[src/rtl/uart_frame_pkg.sv]
// constants for the serial port register map and framing logic
// used by uart_frame_core; no other dependencies
package uart_frame_pkg;
    // register word indices (byte address = 4 * index)
    localparam logic [2:0] IDX_DATA = 3'h0;
    localparam logic [2:0] IDX_IER = 3'h1;
    localparam logic [2:0] IDX_ISTAT = 3'h2;
    localparam logic [2:0] IDX_LCR = 3'h3;
    localparam logic [2:0] IDX_MCR = 3'h4;
    localparam logic [2:0] IDX_LSR = 3'h5;
    localparam logic [2:0] IDX_MSR = 3'h6;
    localparam logic [2:0] IDX_SCR = 3'h7;
    // extra registers: sticky event status and its mask
    localparam logic [3:0] IDX_EVT = 4'h8;
    localparam logic [3:0] IDX_EVT_MASK = 4'h9;
    // line control fields
    localparam int LC_LEN_LO = 0;
    localparam int LC_LEN_HI = 1;
    localparam int LC_STOP = 2;
    localparam int LC_PAR_EN = 3;
    localparam int LC_EVEN = 4;
    localparam int LC_STICK = 5;
    localparam int LC_SILENCE = 6;
    localparam int LC_DIV_ACCESS = 7;
    // fifo control field
    localparam int FC_FIFO_EN = 0;
    // event bits
    localparam int EV_RX_DONE = 0;
    localparam int EV_TX_DONE = 1;
    localparam int EV_PAR_ERR = 2;
    localparam int EV_STOP_ERR = 3;
    localparam int EV_OVERRUN = 4;
    localparam int EV_W = 5;
    // reset values
    localparam logic [7:0] LC_RESET = 8'h03;
    localparam logic [15:0] DIV_RESET = 16'h0001;
    localparam logic [7:0] BYTE_ZERO = 8'h00;
    // 16x oversampling
    localparam int OVERSAMPLE = 16;
    localparam logic [3:0] HALF_BIT = 4'h7;
    localparam logic [3:0] LAST_TICK = 4'hF;
endpackage : uart_frame_pkg

[src/rtl/uart_frame_core.sv]
// serial port register map with character framing (tx and rx)
// assumes an avalon-mm master on clk_i; serial_in already synchronous
`timescale 1ns/10ps
`default_nettype none

// Functional notes
// RULE1: data bit zero sent and received first
// RULE2: non-fifo mode zeroes timeout, fifo, error bits
// RULE3: even select gives even ones count
// RULE4: even cleared gives odd ones count
// RULE5: even select ignored without parity enable
// RULE6: transmitter inserts parity after last data
// RULE7: receiver checks parity after last data
// RULE8: stop select cleared gives one stop
// RULE9: stop select with five bits: 1.5
// RULE10: stop select with six-eight bits: two
// RULE11: length bits select five to eight
// RULE12: divisor access remaps offsets zero and one
// RULE13: stick parity forces bit from even select
// RULE14: silence forces infrared output low only
// RULE15: baud tick runs at sixteen times rate
// RULE16: offset two reads status, writes fifo control
// RULE17: offset zero reads rx, writes tx byte
module uart_frame_core
    import uart_frame_pkg::*;
(
    // clock and reset
    input wire logic clk_i,
    input wire logic srst_i,
    // avalon-mm slave
    input wire logic [5:0] avs_address_i,
    input wire logic avs_read_i,
    input wire logic avs_write_i,
    input wire logic [3:0] avs_byteenable_i,
    input wire logic [31:0] avs_writedata_i,
    output logic [31:0] avs_readdata_o,
    output logic avs_waitrequest_o,
    // serial line
    input wire logic serial_in_i,
    output logic serial_out_o,
    output logic infrared_tx_out_o,
    // interrupt
    output logic irq_o
);
    typedef enum {TX_IDLE, TX_START, TX_DATA, TX_PAR, TX_STOP} tx_state_t;
    typedef enum {RX_IDLE, RX_START, RX_DATA, RX_PAR, RX_STOP} rx_state_t;

    logic [7:0] line_control;
    logic [7:0] int_enable;
    logic [7:0] fifo_control;
    logic [7:0] modem_control;
    logic [7:0] scratch;
    logic [15:0] divisor;
    logic [7:0] tx_buffer;
    logic [7:0] rx_buffer;
    logic [EV_W-1:0] evt_status;
    logic [EV_W-1:0] evt_mask;
    logic tx_full;
    logic rx_ready;
    logic rx_par_err;
    logic rx_stop_err;
    logic rx_overrun;
    logic ack;
    logic [15:0] baud_cnt;
    logic tick;
    tx_state_t tx_state;
    rx_state_t rx_state;
    logic [3:0] tx_sub;
    logic [2:0] tx_idx;
    logic [1:0] tx_stops;
    logic [7:0] tx_shift;
    logic tx_line;
    logic tx_done;
    logic [3:0] rx_sub;
    logic [2:0] rx_idx;
    logic [7:0] rx_shift;
    logic rx_done;
    logic rx_perr_ev;
    logic rx_serr_ev;

    // access decode
    logic [3:0] idx;
    logic wr_lo;
    logic rd_acc;
    logic wr_acc;
    logic dl;
    logic [2:0] last_bit;
    logic [3:0] len_n;
    assign idx = avs_address_i[5:2];
    assign dl = line_control[LC_DIV_ACCESS];
    // single-cycle wait lets the read mux register its data
    assign rd_acc = avs_read_i && ack;
    assign wr_acc = avs_write_i && ack;
    assign wr_lo = wr_acc && avs_byteenable_i[0];
    assign avs_waitrequest_o = (avs_read_i || avs_write_i) && !ack;
    // RULE11: length select
    // last data index is 4 plus the length code
    assign last_bit = {1'b1, line_control[LC_LEN_HI], line_control[LC_LEN_LO]};
    assign len_n = {2'b00, line_control[LC_LEN_HI], line_control[LC_LEN_LO]};

    always_ff @(posedge clk_i)
    begin
        if (srst_i || ack)
            ack <= 1'b0;
        else if (avs_read_i || avs_write_i)
            ack <= 1'b1;
    end

    // RULE12: divisor access remap on writes
    always_ff @(posedge clk_i)
    begin
        if (srst_i)
        begin
            line_control <= LC_RESET;
            int_enable <= BYTE_ZERO;
            fifo_control <= BYTE_ZERO;
            modem_control <= BYTE_ZERO;
            scratch <= BYTE_ZERO;
            divisor <= DIV_RESET;
            evt_mask <= '0;
        end
        else if (wr_lo)
        begin
            case (idx)
                {1'b0, IDX_DATA}:
                    if (dl)
                        divisor[7:0] <= avs_writedata_i[7:0];
                {1'b0, IDX_IER}:
                    if (dl)
                        divisor[15:8] <= avs_writedata_i[7:0];
                    else
                        int_enable <= {4'h0, avs_writedata_i[3:0]};
                // RULE16: write side of offset two
                {1'b0, IDX_ISTAT}: fifo_control <= {avs_writedata_i[7:6], 2'b00, avs_writedata_i[3], 2'b00,
                    avs_writedata_i[0]};
                {1'b0, IDX_LCR}: line_control <= avs_writedata_i[7:0];
                {1'b0, IDX_MCR}: modem_control <= {3'h0, avs_writedata_i[4:0]};
                {1'b0, IDX_SCR}: scratch <= avs_writedata_i[7:0];
                IDX_EVT_MASK: evt_mask <= avs_writedata_i[EV_W-1:0];
                default: ;
            endcase
        end
    end

    // RULE17: tx buffer load, freed when the shifter takes it
    logic tx_load;
    assign tx_load = wr_lo && idx == {1'b0, IDX_DATA} && !dl;
    logic tx_take;
    assign tx_take = tx_state == TX_IDLE && tx_full && tick;
    always_ff @(posedge clk_i)
    begin
        if (srst_i)
        begin
            tx_full <= 1'b0;
            tx_buffer <= BYTE_ZERO;
        end
        else if (tx_load)
        begin
            tx_full <= 1'b1;
            tx_buffer <= avs_writedata_i[7:0];
        end
        else if (tx_take)
            tx_full <= 1'b0;
    end

    // RULE15: divider gives the 16x tick
    always_ff @(posedge clk_i)
    begin
        if (srst_i || baud_cnt >= divisor - 16'h0001)
            baud_cnt <= 16'h0000;
        else
            baud_cnt <= baud_cnt + 16'h0001;
    end
    assign tick = baud_cnt >= divisor - 16'h0001;

    // parity over active data bits
    function automatic logic calc_par(input logic [7:0] d, input logic [1:0] len, input logic [7:0] lc);
        logic [7:0] m;
        logic p;
        m = 8'hFF >> (2'h3 - len);
        p = ^(d & m);
        // RULE13: stick parity forced
        // RULE3: even select gives even total
        // RULE4: odd otherwise
        if (lc[LC_STICK])
            calc_par = !lc[LC_EVEN];
        else
            calc_par = lc[LC_EVEN] ? p : !p;
    endfunction

    // stop count in half bits: 2, 3 or 4
    logic [1:0] stop_halves_m1;
    // RULE8: one stop
    // RULE9: one and a half
    // RULE10: two stops
    assign stop_halves_m1 = !line_control[LC_STOP] ? 2'd1 : (len_n[1:0] == 2'b00 ? 2'd2 : 2'd3);

    // transmitter
    always_ff @(posedge clk_i)
    begin
        if (srst_i)
        begin
            tx_state <= TX_IDLE;
            tx_sub <= 4'h0;
            tx_idx <= 3'h0;
            tx_stops <= 2'd0;
            tx_shift <= BYTE_ZERO;
            tx_line <= 1'b1;
            tx_done <= 1'b0;
        end
        else
        begin
            tx_done <= 1'b0;
            if (tick)
            begin
                tx_sub <= tx_sub + 4'h1;
                case (tx_state)
                    TX_IDLE:
                        if (tx_full)
                        begin
                            tx_shift <= tx_buffer;
                            tx_state <= TX_START;
                            tx_line <= 1'b0;
                            tx_sub <= 4'h0;
                        end
                    TX_START:
                        if (tx_sub == LAST_TICK)
                        begin
                            // RULE1: bit zero first
                            tx_line <= tx_shift[0];
                            tx_idx <= 3'h0;
                            tx_state <= TX_DATA;
                        end
                    TX_DATA:
                        if (tx_sub == LAST_TICK)
                        begin
                            if (tx_idx == last_bit)
                            begin
                                // RULE6: parity after last data
                                // RULE5: parity only when enabled
                                if (line_control[LC_PAR_EN])
                                begin
                                    tx_line <= calc_par(tx_shift, len_n[1:0], line_control);
                                    tx_state <= TX_PAR;
                                end
                                else
                                begin
                                    tx_line <= 1'b1;
                                    tx_stops <= stop_halves_m1;
                                    tx_state <= TX_STOP;
                                end
                            end
                            else
                            begin
                                tx_idx <= tx_idx + 3'h1;
                                tx_line <= tx_shift[tx_idx + 3'h1];
                            end
                        end
                    TX_PAR:
                        if (tx_sub == LAST_TICK)
                        begin
                            tx_line <= 1'b1;
                            tx_stops <= stop_halves_m1;
                            tx_state <= TX_STOP;
                        end
                    TX_STOP:
                        if (tx_sub == HALF_BIT || tx_sub == LAST_TICK)
                        begin
                            if (tx_stops == 2'd0)
                            begin
                                tx_state <= TX_IDLE;
                                tx_done <= 1'b1;
                            end
                            else
                                tx_stops <= tx_stops - 2'd1;
                        end
                    default: tx_state <= TX_IDLE;
                endcase
            end
        end
    end
    assign serial_out_o = tx_line;
    // RULE14: silence affects only the infrared output
    assign infrared_tx_out_o = line_control[LC_SILENCE] ? 1'b0 : tx_line;

    // receiver
    always_ff @(posedge clk_i)
    begin
        if (srst_i)
        begin
            rx_state <= RX_IDLE;
            rx_sub <= 4'h0;
            rx_idx <= 3'h0;
            rx_shift <= BYTE_ZERO;
            rx_done <= 1'b0;
            rx_perr_ev <= 1'b0;
            rx_serr_ev <= 1'b0;
        end
        else
        begin
            rx_done <= 1'b0;
            rx_perr_ev <= 1'b0;
            rx_serr_ev <= 1'b0;
            if (tick)
            begin
                rx_sub <= rx_sub + 4'h1;
                case (rx_state)
                    RX_IDLE:
                        if (!serial_in_i)
                        begin
                            rx_sub <= 4'h0;
                            rx_state <= RX_START;
                        end
                    RX_START:
                        if (rx_sub == HALF_BIT)
                        begin
                            // false start glitch returns to idle
                            if (serial_in_i)
                                rx_state <= RX_IDLE;
                            else
                            begin
                                rx_sub <= 4'h0;
                                rx_idx <= 3'h0;
                                rx_shift <= BYTE_ZERO;
                                rx_state <= RX_DATA;
                            end
                        end
                    RX_DATA:
                        if (rx_sub == LAST_TICK)
                        begin
                            // RULE1: ascending bit order
                            rx_shift[rx_idx] <= serial_in_i;
                            rx_idx <= rx_idx + 3'h1;
                            if (rx_idx == last_bit)
                                rx_state <= line_control[LC_PAR_EN] ? RX_PAR : RX_STOP;
                        end
                    RX_PAR:
                        if (rx_sub == LAST_TICK)
                        begin
                            // RULE7: check parity after last data
                            rx_perr_ev <= serial_in_i != calc_par(rx_shift, len_n[1:0], line_control);
                            rx_state <= RX_STOP;
                        end
                    RX_STOP:
                        // only the first stop is checked; extra stop time is idle
                        if (rx_sub == LAST_TICK)
                        begin
                            rx_serr_ev <= !serial_in_i;
                            rx_done <= 1'b1;
                            rx_state <= RX_IDLE;
                        end
                    default: rx_state <= RX_IDLE;
                endcase
            end
        end
    end

    // status bits: set wins over read-clear
    logic rd_data;
    logic rd_lsr;
    assign rd_data = rd_acc && idx == {1'b0, IDX_DATA} && !dl;
    assign rd_lsr = rd_acc && idx == {1'b0, IDX_LSR};
    always_ff @(posedge clk_i)
    begin
        if (srst_i)
        begin
            rx_buffer <= BYTE_ZERO;
            rx_ready <= 1'b0;
            rx_par_err <= 1'b0;
            rx_stop_err <= 1'b0;
            rx_overrun <= 1'b0;
        end
        else
        begin
            if (rx_done)
            begin
                rx_buffer <= rx_shift;
                rx_ready <= 1'b1;
            end
            else if (rd_data)
                rx_ready <= 1'b0;
            rx_par_err <= rx_perr_ev || (rx_par_err && !rd_lsr);
            rx_stop_err <= rx_serr_ev || (rx_stop_err && !rd_lsr);
            rx_overrun <= (rx_done && rx_ready && !rd_data) || (rx_overrun && !rd_lsr);
        end
    end

    // sticky events, write one to clear, set wins
    logic [EV_W-1:0] ev_set;
    logic [EV_W-1:0] ev_clr;
    assign ev_set = {rx_done && rx_ready && !rd_data, rx_serr_ev, rx_perr_ev, tx_done, rx_done};
    assign ev_clr = (wr_lo && idx == IDX_EVT) ? avs_writedata_i[EV_W-1:0] : '0;
    always_ff @(posedge clk_i)
    begin
        if (srst_i)
            evt_status <= '0;
        else
            evt_status <= ev_set | (evt_status & ~ev_clr);
    end
    assign irq_o = |(evt_status & evt_mask);

    // interrupt identification, legacy priority order
    logic [7:0] int_status;
    logic fifo_mode;
    assign fifo_mode = fifo_control[FC_FIFO_EN];
    always_comb
    begin
        int_status = 8'h01;
        if (int_enable[2] && (rx_par_err || rx_stop_err || rx_overrun))
            int_status[3:0] = 4'h6;
        else if (int_enable[0] && rx_ready)
            int_status[3:0] = 4'h4;
        else if (int_enable[1] && !tx_full)
            int_status[3:0] = 4'h2;
        // RULE2: fifo flags only in fifo mode; no timeout source here
        int_status[7:6] = fifo_mode ? 2'b11 : 2'b00;
    end

    // read mux registered during the wait cycle
    always_ff @(posedge clk_i)
    begin
        if (srst_i)
            avs_readdata_o <= 32'h0000_0000;
        else if (avs_read_i && !ack)
        begin
            avs_readdata_o <= 32'h0000_0000;
            case (idx)
                // RULE12: divisor access remap on reads
                {1'b0, IDX_DATA}: avs_readdata_o[7:0] <= dl ? divisor[7:0] : rx_buffer;
                {1'b0, IDX_IER}: avs_readdata_o[7:0] <= dl ? divisor[15:8] : int_enable;
                // RULE16: read side of offset two
                {1'b0, IDX_ISTAT}: avs_readdata_o[7:0] <= int_status;
                {1'b0, IDX_LCR}: avs_readdata_o[7:0] <= line_control;
                {1'b0, IDX_MCR}: avs_readdata_o[7:0] <= modem_control;
                // RULE2: error summary bit zero outside fifo mode
                {1'b0, IDX_LSR}: avs_readdata_o[7:0] <= {fifo_mode && (rx_par_err || rx_stop_err),
                    !tx_full && tx_state == TX_IDLE, !tx_full, 1'b0, rx_stop_err, rx_par_err,
                    rx_overrun, rx_ready};
                {1'b0, IDX_MSR}: avs_readdata_o[7:0] <= BYTE_ZERO;
                {1'b0, IDX_SCR}: avs_readdata_o[7:0] <= scratch;
                IDX_EVT: avs_readdata_o[EV_W-1:0] <= evt_status;
                IDX_EVT_MASK: avs_readdata_o[EV_W-1:0] <= evt_mask;
                default: ;
            endcase
        end
    end

    // assertions
    // RULE14: silence check
    AST_SILENCE: assert property (@(posedge clk_i) disable iff (srst_i) // RULE14
        line_control[LC_SILENCE] |-> !infrared_tx_out_o && serial_out_o == tx_line)
        else $error("infrared output not silenced");
    // RULE2: legacy mode zeros
    AST_LEGACY_ZERO: assert property (@(posedge clk_i) disable iff (srst_i) // RULE2
        !fifo_mode |-> int_status[7:6] == 2'b00 && !int_status[3])
        else $error("fifo bits set in legacy mode");
    // RULE6: parity follows last data
    AST_PAR_AFTER: assert property (@(posedge clk_i) disable iff (srst_i) // RULE6
        tx_state == TX_PAR && $past(tx_state) != TX_PAR |-> $past(tx_state) == TX_DATA && $past(tx_idx) == last_bit)
        else $error("parity before data");
    // RULE1: bit zero leads
    AST_BIT0_FIRST: assert property (@(posedge clk_i) disable iff (srst_i) // RULE1
        tx_state == TX_DATA && $past(tx_state) == TX_START |-> serial_out_o == tx_shift[0])
        else $error("first data bit is not bit zero");
    // RULE8: stop time is high
    AST_STOP_HIGH: assert property (@(posedge clk_i) disable iff (srst_i) // RULE8
        tx_state == TX_STOP |-> serial_out_o)
        else $error("line low during stop time");
    // RULE15: tick period equals divisor
    AST_TICK: assert property (@(posedge clk_i) disable iff (srst_i) // RULE15
        tick && divisor == 16'h0002 && $stable(divisor) && !wr_acc |=> !tick ##1 tick)
        else $error("baud tick period wrong");
endmodule : uart_frame_core

`default_nettype wire

[config.mk]
export PLATFORM = sky130hd
export DESIGN_NAME = uart_frame_core
export DESIGN_NICKNAME = d
export VERILOG_FILES = /design/src/rtl/uart_frame_pkg.sv /design/src/rtl/uart_frame_core.sv
export SDC_FILE = /design/constraint.sdc
export NUM_CORES = 1
export LEC_CHECK = 0
export BUFFER_PORTS_ARGS = -buffer_cell sky130_fd_sc_hd__buf_2
export CELL_PAD_IN_SITES_DETAIL_PLACEMENT = 2
export CELL_PAD_IN_SITES_GLOBAL_PLACEMENT = 2
export CORE_MARGIN = 10
export CORE_UTILIZATION = 39
export CTS_BUF_LIST = sky130_fd_sc_hd__clkbuf_16
export DETAILED_ROUTE_END_ITERATION = 10
export PLACE_DENSITY = 0.89
export REMOVE_ABC_BUFFERS = 1
export SYNTH_ARGS = -nofsm -noshare
export SYNTH_HDL_FRONTEND = slang
export SYNTH_SLANG_ARGS = --single-unit
[constraint.sdc]
create_clock -name clk_i -period 7.8 [get_ports clk_i]
set_input_delay 1.56 -clock clk_i [delete_from_list [all_inputs] [get_ports clk_i]]
set_output_delay 1.56 -clock clk_i [all_outputs]
set_load 0.1 [all_outputs]
# Word-level counts from Yosys, hierarchy flattened
# Index checks and enable logic that the tools add are counted.
# op_classes
n_mux,79
bitwise_logic,13
n_lt_le_gt_ge,4
shift,1
reduce_logical,76
addsub,8
n_eq_ne,40
# op_table
cell,count
32-bit two-way mux,13
32-bit case mux with 5 select lines,2
32-bit by 2-bit == test with 1-bit output (second input constant),4
32-bit zero test,3
32-bit by 1-bit == test with 1-bit output (second input constant),2
32-bit by 3-bit == test with 1-bit output (second input constant),2
5-bit case mux with 9 select lines,1
8-bit two-way mux,5
2-bit inequality test (second input constant),17
3-bit two-way mux,9
1-bit logical AND,24
1-bit two-way mux,24
4-bit by 3-bit == test with 1-bit output (second input constant),5
2-bit two-way mux,10
3-bit case mux with 6 select lines,1
16-bit by 1-bit adder with 16-bit output (second input constant),1
8-bit AND,2
4-bit == test (second input constant),4
16-bit >= comparator,1
4-bit two-way mux,4
8-bit case mux with 2 select lines,1
8-bit AND reduction,2
8-bit XOR reduction,2
16-bit by 1-bit subtractor with 16-bit output (second input constant),1
38 further kinds,81
# totals
input_bits,47
wordCells,254
register_bits,199
output_inout_bits,36

# Longest topological paths before layout
# Gate-level depths: netlist of the first run.
# depth
word_depth,12
depth_mapped,17
mapped_depth_nobuf,15

# Worst setup path before layout of the first run
# OpenSTA, ideal clock, no wires.
# synth_path
path_kind,input-to-output
startpoint,input port avs_write_i
endpoint,output port avs_waitrequest_o
setup_slack_ps,3384
t_required_ps,6240
path_stages,2
t_arrival_ps,2856
n_path_buf,0
path_cell_list,nor2_1 > nor2_1
# synth_between
elab_chain_len,2
# synth_rtl
element,line,text
start: declaration,uart_frame_core.sv:33,"input wire logic avs_write_i,"
1-bit logical OR,uart_frame_core.sv:95,assign avs_waitrequest_o = (avs_read_i || avs_write_i) && !ack;
1-bit logical AND,uart_frame_core.sv:95,
end: declaration,uart_frame_core.sv:37,"output logic avs_waitrequest_o,"
# Every way passes these cells.

# Final worst setup path of the first run
# layout_path
startpoint,register divisor[0]
endpoint,register tx_stops[0]
# layout_between
elab_chain_len,3
# layout_rtl
element,line,text
start: declaration,uart_frame_core.sv:53,logic [15:0] divisor;
start signal: assignment,uart_frame_core.sv:127,divisor[7:0] <= avs_writedata_i[7:0];
16-bit by 1-bit subtractor with 16-bit output,uart_frame_core.sv:174,assign tick = baud_cnt >= divisor - 16'h0001;
16-bit >= comparator,uart_frame_core.sv:174,
8-bit AND reduction (no source line),--,
end signal: assignment,uart_frame_core.sv:249,tx_stops <= stop_halves_m1;
end signal: assignment,uart_frame_core.sv:263,tx_stops <= stop_halves_m1;
end signal: assignment,uart_frame_core.sv:275,tx_stops <= tx_stops - 2'd1;
end: declaration,uart_frame_core.sv:70,logic [1:0] tx_stops;
# Every way passes these cells.
# A chain may end at the register's enable or synchronous reset.

==> results of run 1 <==
## cell families (layout without fill, tap and decap cells)
kind of cell	Yosys count	in the layout	synth area share
flops	141	141	0.357
compound gates	202	202	0.175
xor+xnor	45	45	0.0498
buf+inv	94	77	0.0612
simple gates	376	376	0.230
other cells	1	24	0.000474
mux	68	68	0.0900
fa+ha+maj	23	23	0.0364
## final cells by class
class                   count  area (um2)  area share
clock buffers              17         425      0.0493
clock inverters            15         140      0.0162
inverters                  13        48.8     0.00565
multi-input cells         738        4690       0.543
flip-flops and latches    141        2820       0.327
well taps                 270         338      0.0391
repair buffers             32         170      0.0197
## registers in the layout, summed over array words and instances (netlist names), 5 cells and up
signal,flops
avs_readdata_o,8
baud_cnt,16
divisor,16
evt_mask,5
evt_status,5
line_control,8
modem_control,5
rx_buffer,8
rx_shift,8
scratch,8
tx_buffer,8
tx_shift,8
## placed cells by master, fill, tap and decap left out, types with 7 or more instances in the layout
cell       instances
a21o_1             7
a21oi_1           64
a22oi_1           15
and3_1            13
buf_2             28
clkbuf_16         17
conb_1            24
dfxtp_1          141
ha_1              23
inv_1             14
mux2i_1           61
nand2_1          125
nand2b_1          10
nand3_1           41
nand3b_1           8
nand4_1           12
nor2_1            90
nor3_1            21
nor3_2            11
nor4_1             8
o21ai_0           26
o311ai_0          12
o31ai_1           19
xnor2_1           30
xor2_1            15
## power breakdown
group          total (uW)  internal (uW)  switching (uW)
clock network         822            443             379
registers             743            728            15.0
logic                 185           37.2             148
## tightest hold or removal path: cells and delay by family, from the launching register on
family,cells,cell delay (ns)
simple gates,1,0.06
flops,1,0.31
compound gates,1,0.06
## worst paths after layout
path                                                        to  slack, ns
worst max-delay path                  tx_stops[0]$_SDFFE_PP0P_       3.10
worst max register to register        tx_stops[0]$_SDFFE_PP0P_       3.10
worst min-delay path            avs_readdata_o[4]$_SDFFE_PP0P_       0.47
worst min register to register  avs_readdata_o[4]$_SDFFE_PP0P_       0.47
## metrics by stage
stage | hold WS (ns) | worst slack, ns
2_1_floorplan | 0.413 | 3.38
3_3_place_gp | 0.439 | 3.53
3_5_place_dp | 0.455 | 3.32
4_1_cts | 0.473 | 3.18
5_1_grt | 0.494 | 2.82
6_report | 0.467 | 3.10
## per-layer routing
layer  routed length (um)  track usage  up-vias
li1                     -            -     3354
met1                12900        0.275     3764
met5                    0            0        -
met3                 1530       0.0536       68
met2                15300        0.400      235
met4                  891       0.0939        0
==> results.cfg, run 1 <==
[sta]
finalSetupViolations = 0
timing.final.max_slew_violations = 0
fin_crit_ns = 4.70
clock_skew_ns = 0.0145
timing_hold_violations_final = 0
fin_crit_sh = 0.602
setup_tns_ns = 0
max_slew.worst_pin.slew_ns = 1.19
fmax_mhz = 213
slew_headroom = 0.205
rsz0062_at_grt = no

[route]
wl_per_cell_um = 25.0
first_iter_violations = 504
viasPerCell = 6.05
ant_nets = 0
via_count = 7421
firstDrtPassIters = 6
drc = 0
routed_wl_mm = 30.6

[global_routing]
grt_pass1_vias = 8146
grt_use_total = 0.233
antenna_found_initial = 0
grt-ovfl-total = 0
grt_max_degree = 74
grt_pass1_wl_mm = 49.0

[synthesis]
yosysTopAreaCell = dfxtp_1
yosysWarnings = 0
avgSynthCellArea_um2 = 8.33
yosysMostFrequentCell = dfxtp_1
ys_async_sr_fraction = 0
synth_common_cells = dfxtp_1, nand2_1, nor2_1
yosysTopAreaCellShare = 0.357
yosysUniqueCellTypes = 71
synth-main-ff-cell = dfxtp_1
synth_area_mm2 = 0.00791
synthesis.instances = 950
ys_top_cells_by_area = dfxtp_1, mux2i_1, nand2_1
yosys_register_bits = 141
seq_area_frac_synth = 0.357
synth_edf_count = 0

[clocking]
cts-hold-fix-buffers = 0
clockBufferDepth = 2
cts_buffers = 17
cts_tree = built
root_buffer = clkbuf_16
path_clk_slew_ns = 0.07
cts_resized = 0
clk_latency_ns = 0.45
cts_setup_buffers = 0
cts.htree.levels = 4
numClockSinks = 141

[placed_design]
place.gp.congestion = 0.866
post-place-cells = 1194
io_buffers = 29
hpwl_mm = 18.9
placed_area_mm2 = 0.00807

[min_path]
worstHoldPathType = reg2reg
min-delay-start = avs_readdata_o[4]$_SDFFE_PP0P_
min_path_cells = 2

[cells_and_area]
syn_to_final_growth_pct = 9.16
fin_cells = 1226
fin_nets = 1013
postLayoutCoreUtil = 0.429
drive_gt1_frac = 0.0973
finalInstanceArea_mm2 = 0.00863
fillers = 2213
n_antenna_cell = 0

[critical_path]
r2r_cells = 15
crit_chain = inv_1 > ha_1 > nand2_1 > or3_1 > nor2_1 > nand2_1 > nor4_1 > xnor2_1 > ha_1 > and2_1 > a221o_1 > a41oi_4 > nor2_1 > a31o_2 > a21oi_1
cp_top_family = compound AO/OA/AOI/OAI gates
crit_path_max_fanout = 32
critical_path.startpoint_type = flop
r2r-start = divisor[0]$_SDFFE_PP1P_
worst-path-buf-inv = 1
path_class = reg2reg
end_kind = flop
crit_cells = 15
cp.arrival_ns = 5.07
required_ns = 8.17
critPathSlowestCell = a41oi_4
critPathMaxStageDelay_ns = 0.96
cp-startpoint = divisor[0]$_SDFFE_PP1P_

[outcome]
outcome = finished clean

[floorplanning]
io_pins = 83
die_w_um = 162
rows = 52
die_y_um = 162
die-area_mm2 = 0.0264
core_area_mm2 = 0.0201
start_util = 0.393

[power]
leakage_uw = 0.00302
power_density_mw_per_mm2 = 203
ir_drop_v = 0.000159
p_total_uw = 1750

[run]
maxCapViolations = 0
Power figures use the tool's default switching activity.
==> run 2, diff against run 1 <==
--- a/config.mk
+++ b/config.mk
@@ -5,14 +5,15 @@
 export SDC_FILE = /design/constraint.sdc
 export NUM_CORES = 1
 export LEC_CHECK = 0
+export ABC_AREA = 1
 export BUFFER_PORTS_ARGS = -buffer_cell sky130_fd_sc_hd__buf_2
 export CELL_PAD_IN_SITES_DETAIL_PLACEMENT = 2
 export CELL_PAD_IN_SITES_GLOBAL_PLACEMENT = 2
 export CORE_MARGIN = 10
-export CORE_UTILIZATION = 39
+export CORE_UTILIZATION = 33
 export CTS_BUF_LIST = sky130_fd_sc_hd__clkbuf_16
 export DETAILED_ROUTE_END_ITERATION = 10
-export PLACE_DENSITY = 0.89
+export PLACE_DENSITY = 0.82
 export REMOVE_ABC_BUFFERS = 1
 export SYNTH_ARGS = -nofsm -noshare
 export SYNTH_HDL_FRONTEND = slang
==> constraint.sdc (replaced) <==
create_clock -name clk_i -period 4.59 [get_ports clk_i]
set_input_delay 0.918 -clock clk_i [delete_from_list [all_inputs] [get_ports clk_i]]
set_output_delay 0.918 -clock clk_i [all_outputs]
set_load 0.1 [all_outputs]
==> run 2 against run 1 <==
  * Register-to-register slack got worse by 2.5 ns
  * Maximum frequency increased by 19%
  * Global-route usage decreased by 5.2 points
  * First-iteration DRC count decreased by 30%
  * Via count decreased by 4.0%
  * Power increased by 94%
  * Routed wire length decreased by 15%
  * Largest cell class unchanged
  * Largest power group unchanged
  * Highest routed layer unchanged
==> results.cfg, run 2 <==
[synthesis]
yosysWarnings = 0
synth_area_mm2 = 0.00740
yosysUniqueCellTypes = 48
synth_xor_area_frac = 0.0411
ys_top_cells_by_area = dfxtp_1, a21oi_1, nand2_1
synth_simple_gate_area_frac = 0.231
synth_common_cells = nand2_1, dfxtp_1, a21oi_1
synth_compound_area_frac = 0.202
yosys_register_bits = 141
synthesis.instances = 1042
synth_edf_count = 0
seq_area_frac_synth = 0.381
ys_async_sr_fraction = 0
yosysTopAreaCell = dfxtp_1
synth_top_family_by_area = simple AND/OR/NAND/NOR gates
yosysMostFrequentCell = nand2_1
synth-main-ff-cell = dfxtp_1
yosys-mux-area-fraction = 0.00135
avgSynthCellArea_um2 = 7.10
synth_fa_ha_area_frac = 0.0389
yosysTopAreaCellShare = 0.381

[clocking]
path_clk_slew_ns = 0.07
clockBufferDepth = 2
cts.htree.levels = 4
cts_buffers = 17
numClockSinks = 141
clk_latency_ns = 0.42
root_buffer = clkbuf_16
cts_tree = built

[critical_path]
cp.arrival_ns = 4.27
crit_chain = inv_1 > ha_1 > nand2_1 > nor4_1 > nand3_1 > nor3_1 > xor2_1 > inv_1 > ha_1 > nand4_1 > nor3_2 > nand3_1 > nand3_1 > nand2_1 > inv_2 > nand3_1 > a21oi_1
reg2reg_slack_ns = 0.65
required_ns = 4.93
critical_path.startpoint_type = flop
r2r-start = divisor[0]$_SDFFE_PP1P_
critPathSlowestCell = nor4_1
r2r_end = rx_shift[0]$_SDFFE_PP0P_
crit_path_max_fanout = 13
worst-path-buf-inv = 3
crit_top_cell = nand3_1
cp_top_family = simple AND/OR/NAND/NOR gates
path_class = reg2reg
critPathMaxStageDelay_ns = 0.38
r2r_cells = 17
end_kind = flop

[power]
pwr-share-seq = 0.392
ir_drop_v = 0.000261
p_int_uw = 2230
leakage_uw = 0.00345
power_density_mw_per_mm2 = 411
combPwrFrac = 0.201
p_clk_frac = 0.407
sw_frac_of_total = 0.345
p_switching_uw = 1170

[floorplanning]
rows = 54
die-area_mm2 = 0.0288
die_y_um = 170
core_area_mm2 = 0.0220
io_pins = 83
start_util = 0.337
die_w_um = 170

[cells_and_area]
fin_cells = 1356
fin_nets = 1134
n_antenna_cell = 0
mostFrequentLayoutCell = nand2_1
final_cell_mix = nand2_1, dfxtp_1, a21oi_1, o21ai_0, inv_1
syn_to_final_growth_pct = 11.8
largestRegisters = baud_cnt x16, divisor x16
drive_gt1_frac = 0.0883

[placed_design]
post-place-cells = 1325
hpwl_mm = 18.7
place.gp.congestion = 0.823
io_buffers = 29

[min_path]
min_path_cells = 1
worstHoldPathType = reg2reg
hold_end = baud_cnt[0]$_SDFF_PP0_
min-delay-start = baud_cnt[0]$_SDFF_PP0_

[route]
firstDrtPassIters = 5
via_count = 7125
first_iter_violations = 354
wl_per_cell_um = 19.2
viasPerCell = 5.25
routed_wl_mm = 26.1
drc = 0
ant_nets = 0

[sta]
fin_crit_sh = 0.858
setup_tns_ns = 0
fin_crit_ns = 3.94
timing.final.max_slew_violations = 0
slew_headroom = 0.473
finalSetupViolations = 0
rsz0062_at_grt = no
max_slew.worst_pin.slew_ns = 0.790
fmax_mhz = 254
timing_hold_violations_final = 0
clock_skew_ns = 0.0115

[global_routing]
grt_max_degree = 74
antenna_found_initial = 0
grt_use_total = 0.181
grt_pass1_vias = 7576
grt_pass1_wl_mm = 41.8
grt-ovfl-total = 0

[run]
maxCapViolations = 0

[outcome]
outcome = finished clean
-- run 2: cell count changes after synthesis, moves of 17 or more --
cell | before | now
o21ai_0 | 26 | 122
o31ai_1 | 19 | 2
a21oi_1 | 64 | 133
mux2i_1 | 61 | 1
clkbuf_1 | 43 | 18
inv_1 | 13 | 112
nand2_1 | 125 | 172
-- run 2: worst max-delay path by stage --
stage | startpoint | end | slack [ns] | cells after the start
final | divisor[0]$_SDFFE_PP1P_ | rx_shift[0]$_SDFFE_PP0P_ | 0.65 | 17
after global placement | divisor[0]$_SDFFE_PP1P_ | tx_shift[3]$_SDFFE_PP0P_ | 0.70 | 16
after CTS | divisor[0]$_SDFFE_PP1P_ | tx_shift[5]$_SDFFE_PP0P_ | 0.31 | 16
after detailed placement | divisor[0]$_SDFFE_PP1P_ | tx_sub[3]$_SDFFE_PP0N_ | 0.37 | 16
after global routing | divisor[0]$_SDFFE_PP1P_ | rx_idx[0]$_SDFFE_PP0P_ | 0.12 | 16
after floorplan | serial_out_o$_SDFFE_PP1P_ | infrared_tx_out_o | 1.36 | 2
-- run 2: power by group through the flow --
stage | clock network [uW] | logic [uW] | registers [uW]
floorplan | 0 | 479 | 1370
finish | 1380 | 683 | 1330
CTS | 1410 | 690 | 1330
global placement | 0 | 652 | 1360
detailed placement | 0 | 676 | 1360
global route | 1470 | 773 | 1340
-- run 2: logic make-up (layout without fill, tap and decap cells) --
kind of cell	after synthesis	count (layout)
flip-flops	141	141
other	1	24
multiplexers	1	1
buffers and inverters	174	185
AND/OR/NAND/NOR	385	385
AO/OA/AOI/OAI	284	284
adder cells (fa/ha/maj)	23	23
XOR/XNOR	33	33
-- run 2: cell type report --
| type | instances | area (um2) |
|---|---|---|
| clock inverter | 14 | 144 |
| tap | 280 | 350 |
| multi-input combinational | 750 | 3900 |
| timing repair buffer | 32 | 168 |
| fill | 2644 | 13700 |
| inverter | 122 | 458 |
| clock buffer | 17 | 425 |
| sequential | 141 | 2820 |
-- run 2: routing by layer --
metal | GRT usage | wire length (um)
met3 | 0.0316 | 1050
met1 | 0.227 | 11900
met2 | 0.314 | 12700
met5 | 0 | 0
met4 | 0.0443 | 391
-- run 2: stage by stage --
step	instance area (um2)	power [uW]	utilization	hold slack [ns]	setup slack, ns
4_1_cts	8270	3430	0.376	0.466	0.309
5_1_grt	8270	3580	0.377	0.497	0.120
6_report	8270	3400	0.377	0.462	0.652
2_1_floorplan	7180	1850	-	0.409	1.36
3_5_place_dp	7700	2040	0.350	0.449	0.369
3_3_place_gp	7700	2010	0.350	0.447	0.695
-- run 2: what timing repair did --
item | CTS | global route
resized for setup | 0 | 1
setup buffers | 0 | 0
endpoints found under the setup margin | 0 | 2
hold buffers | 0 | 0
-- run 2: worst register-to-register path: cells and delay by family, from the launching register on --
family	cells	cell delay (ns)
buf+inv	3	0.45
xor+xnor	1	0.17
flops	1	0.32
simple gates	10	2.24
compound gates	1	0.18
fa+ha+maj	2	0.48
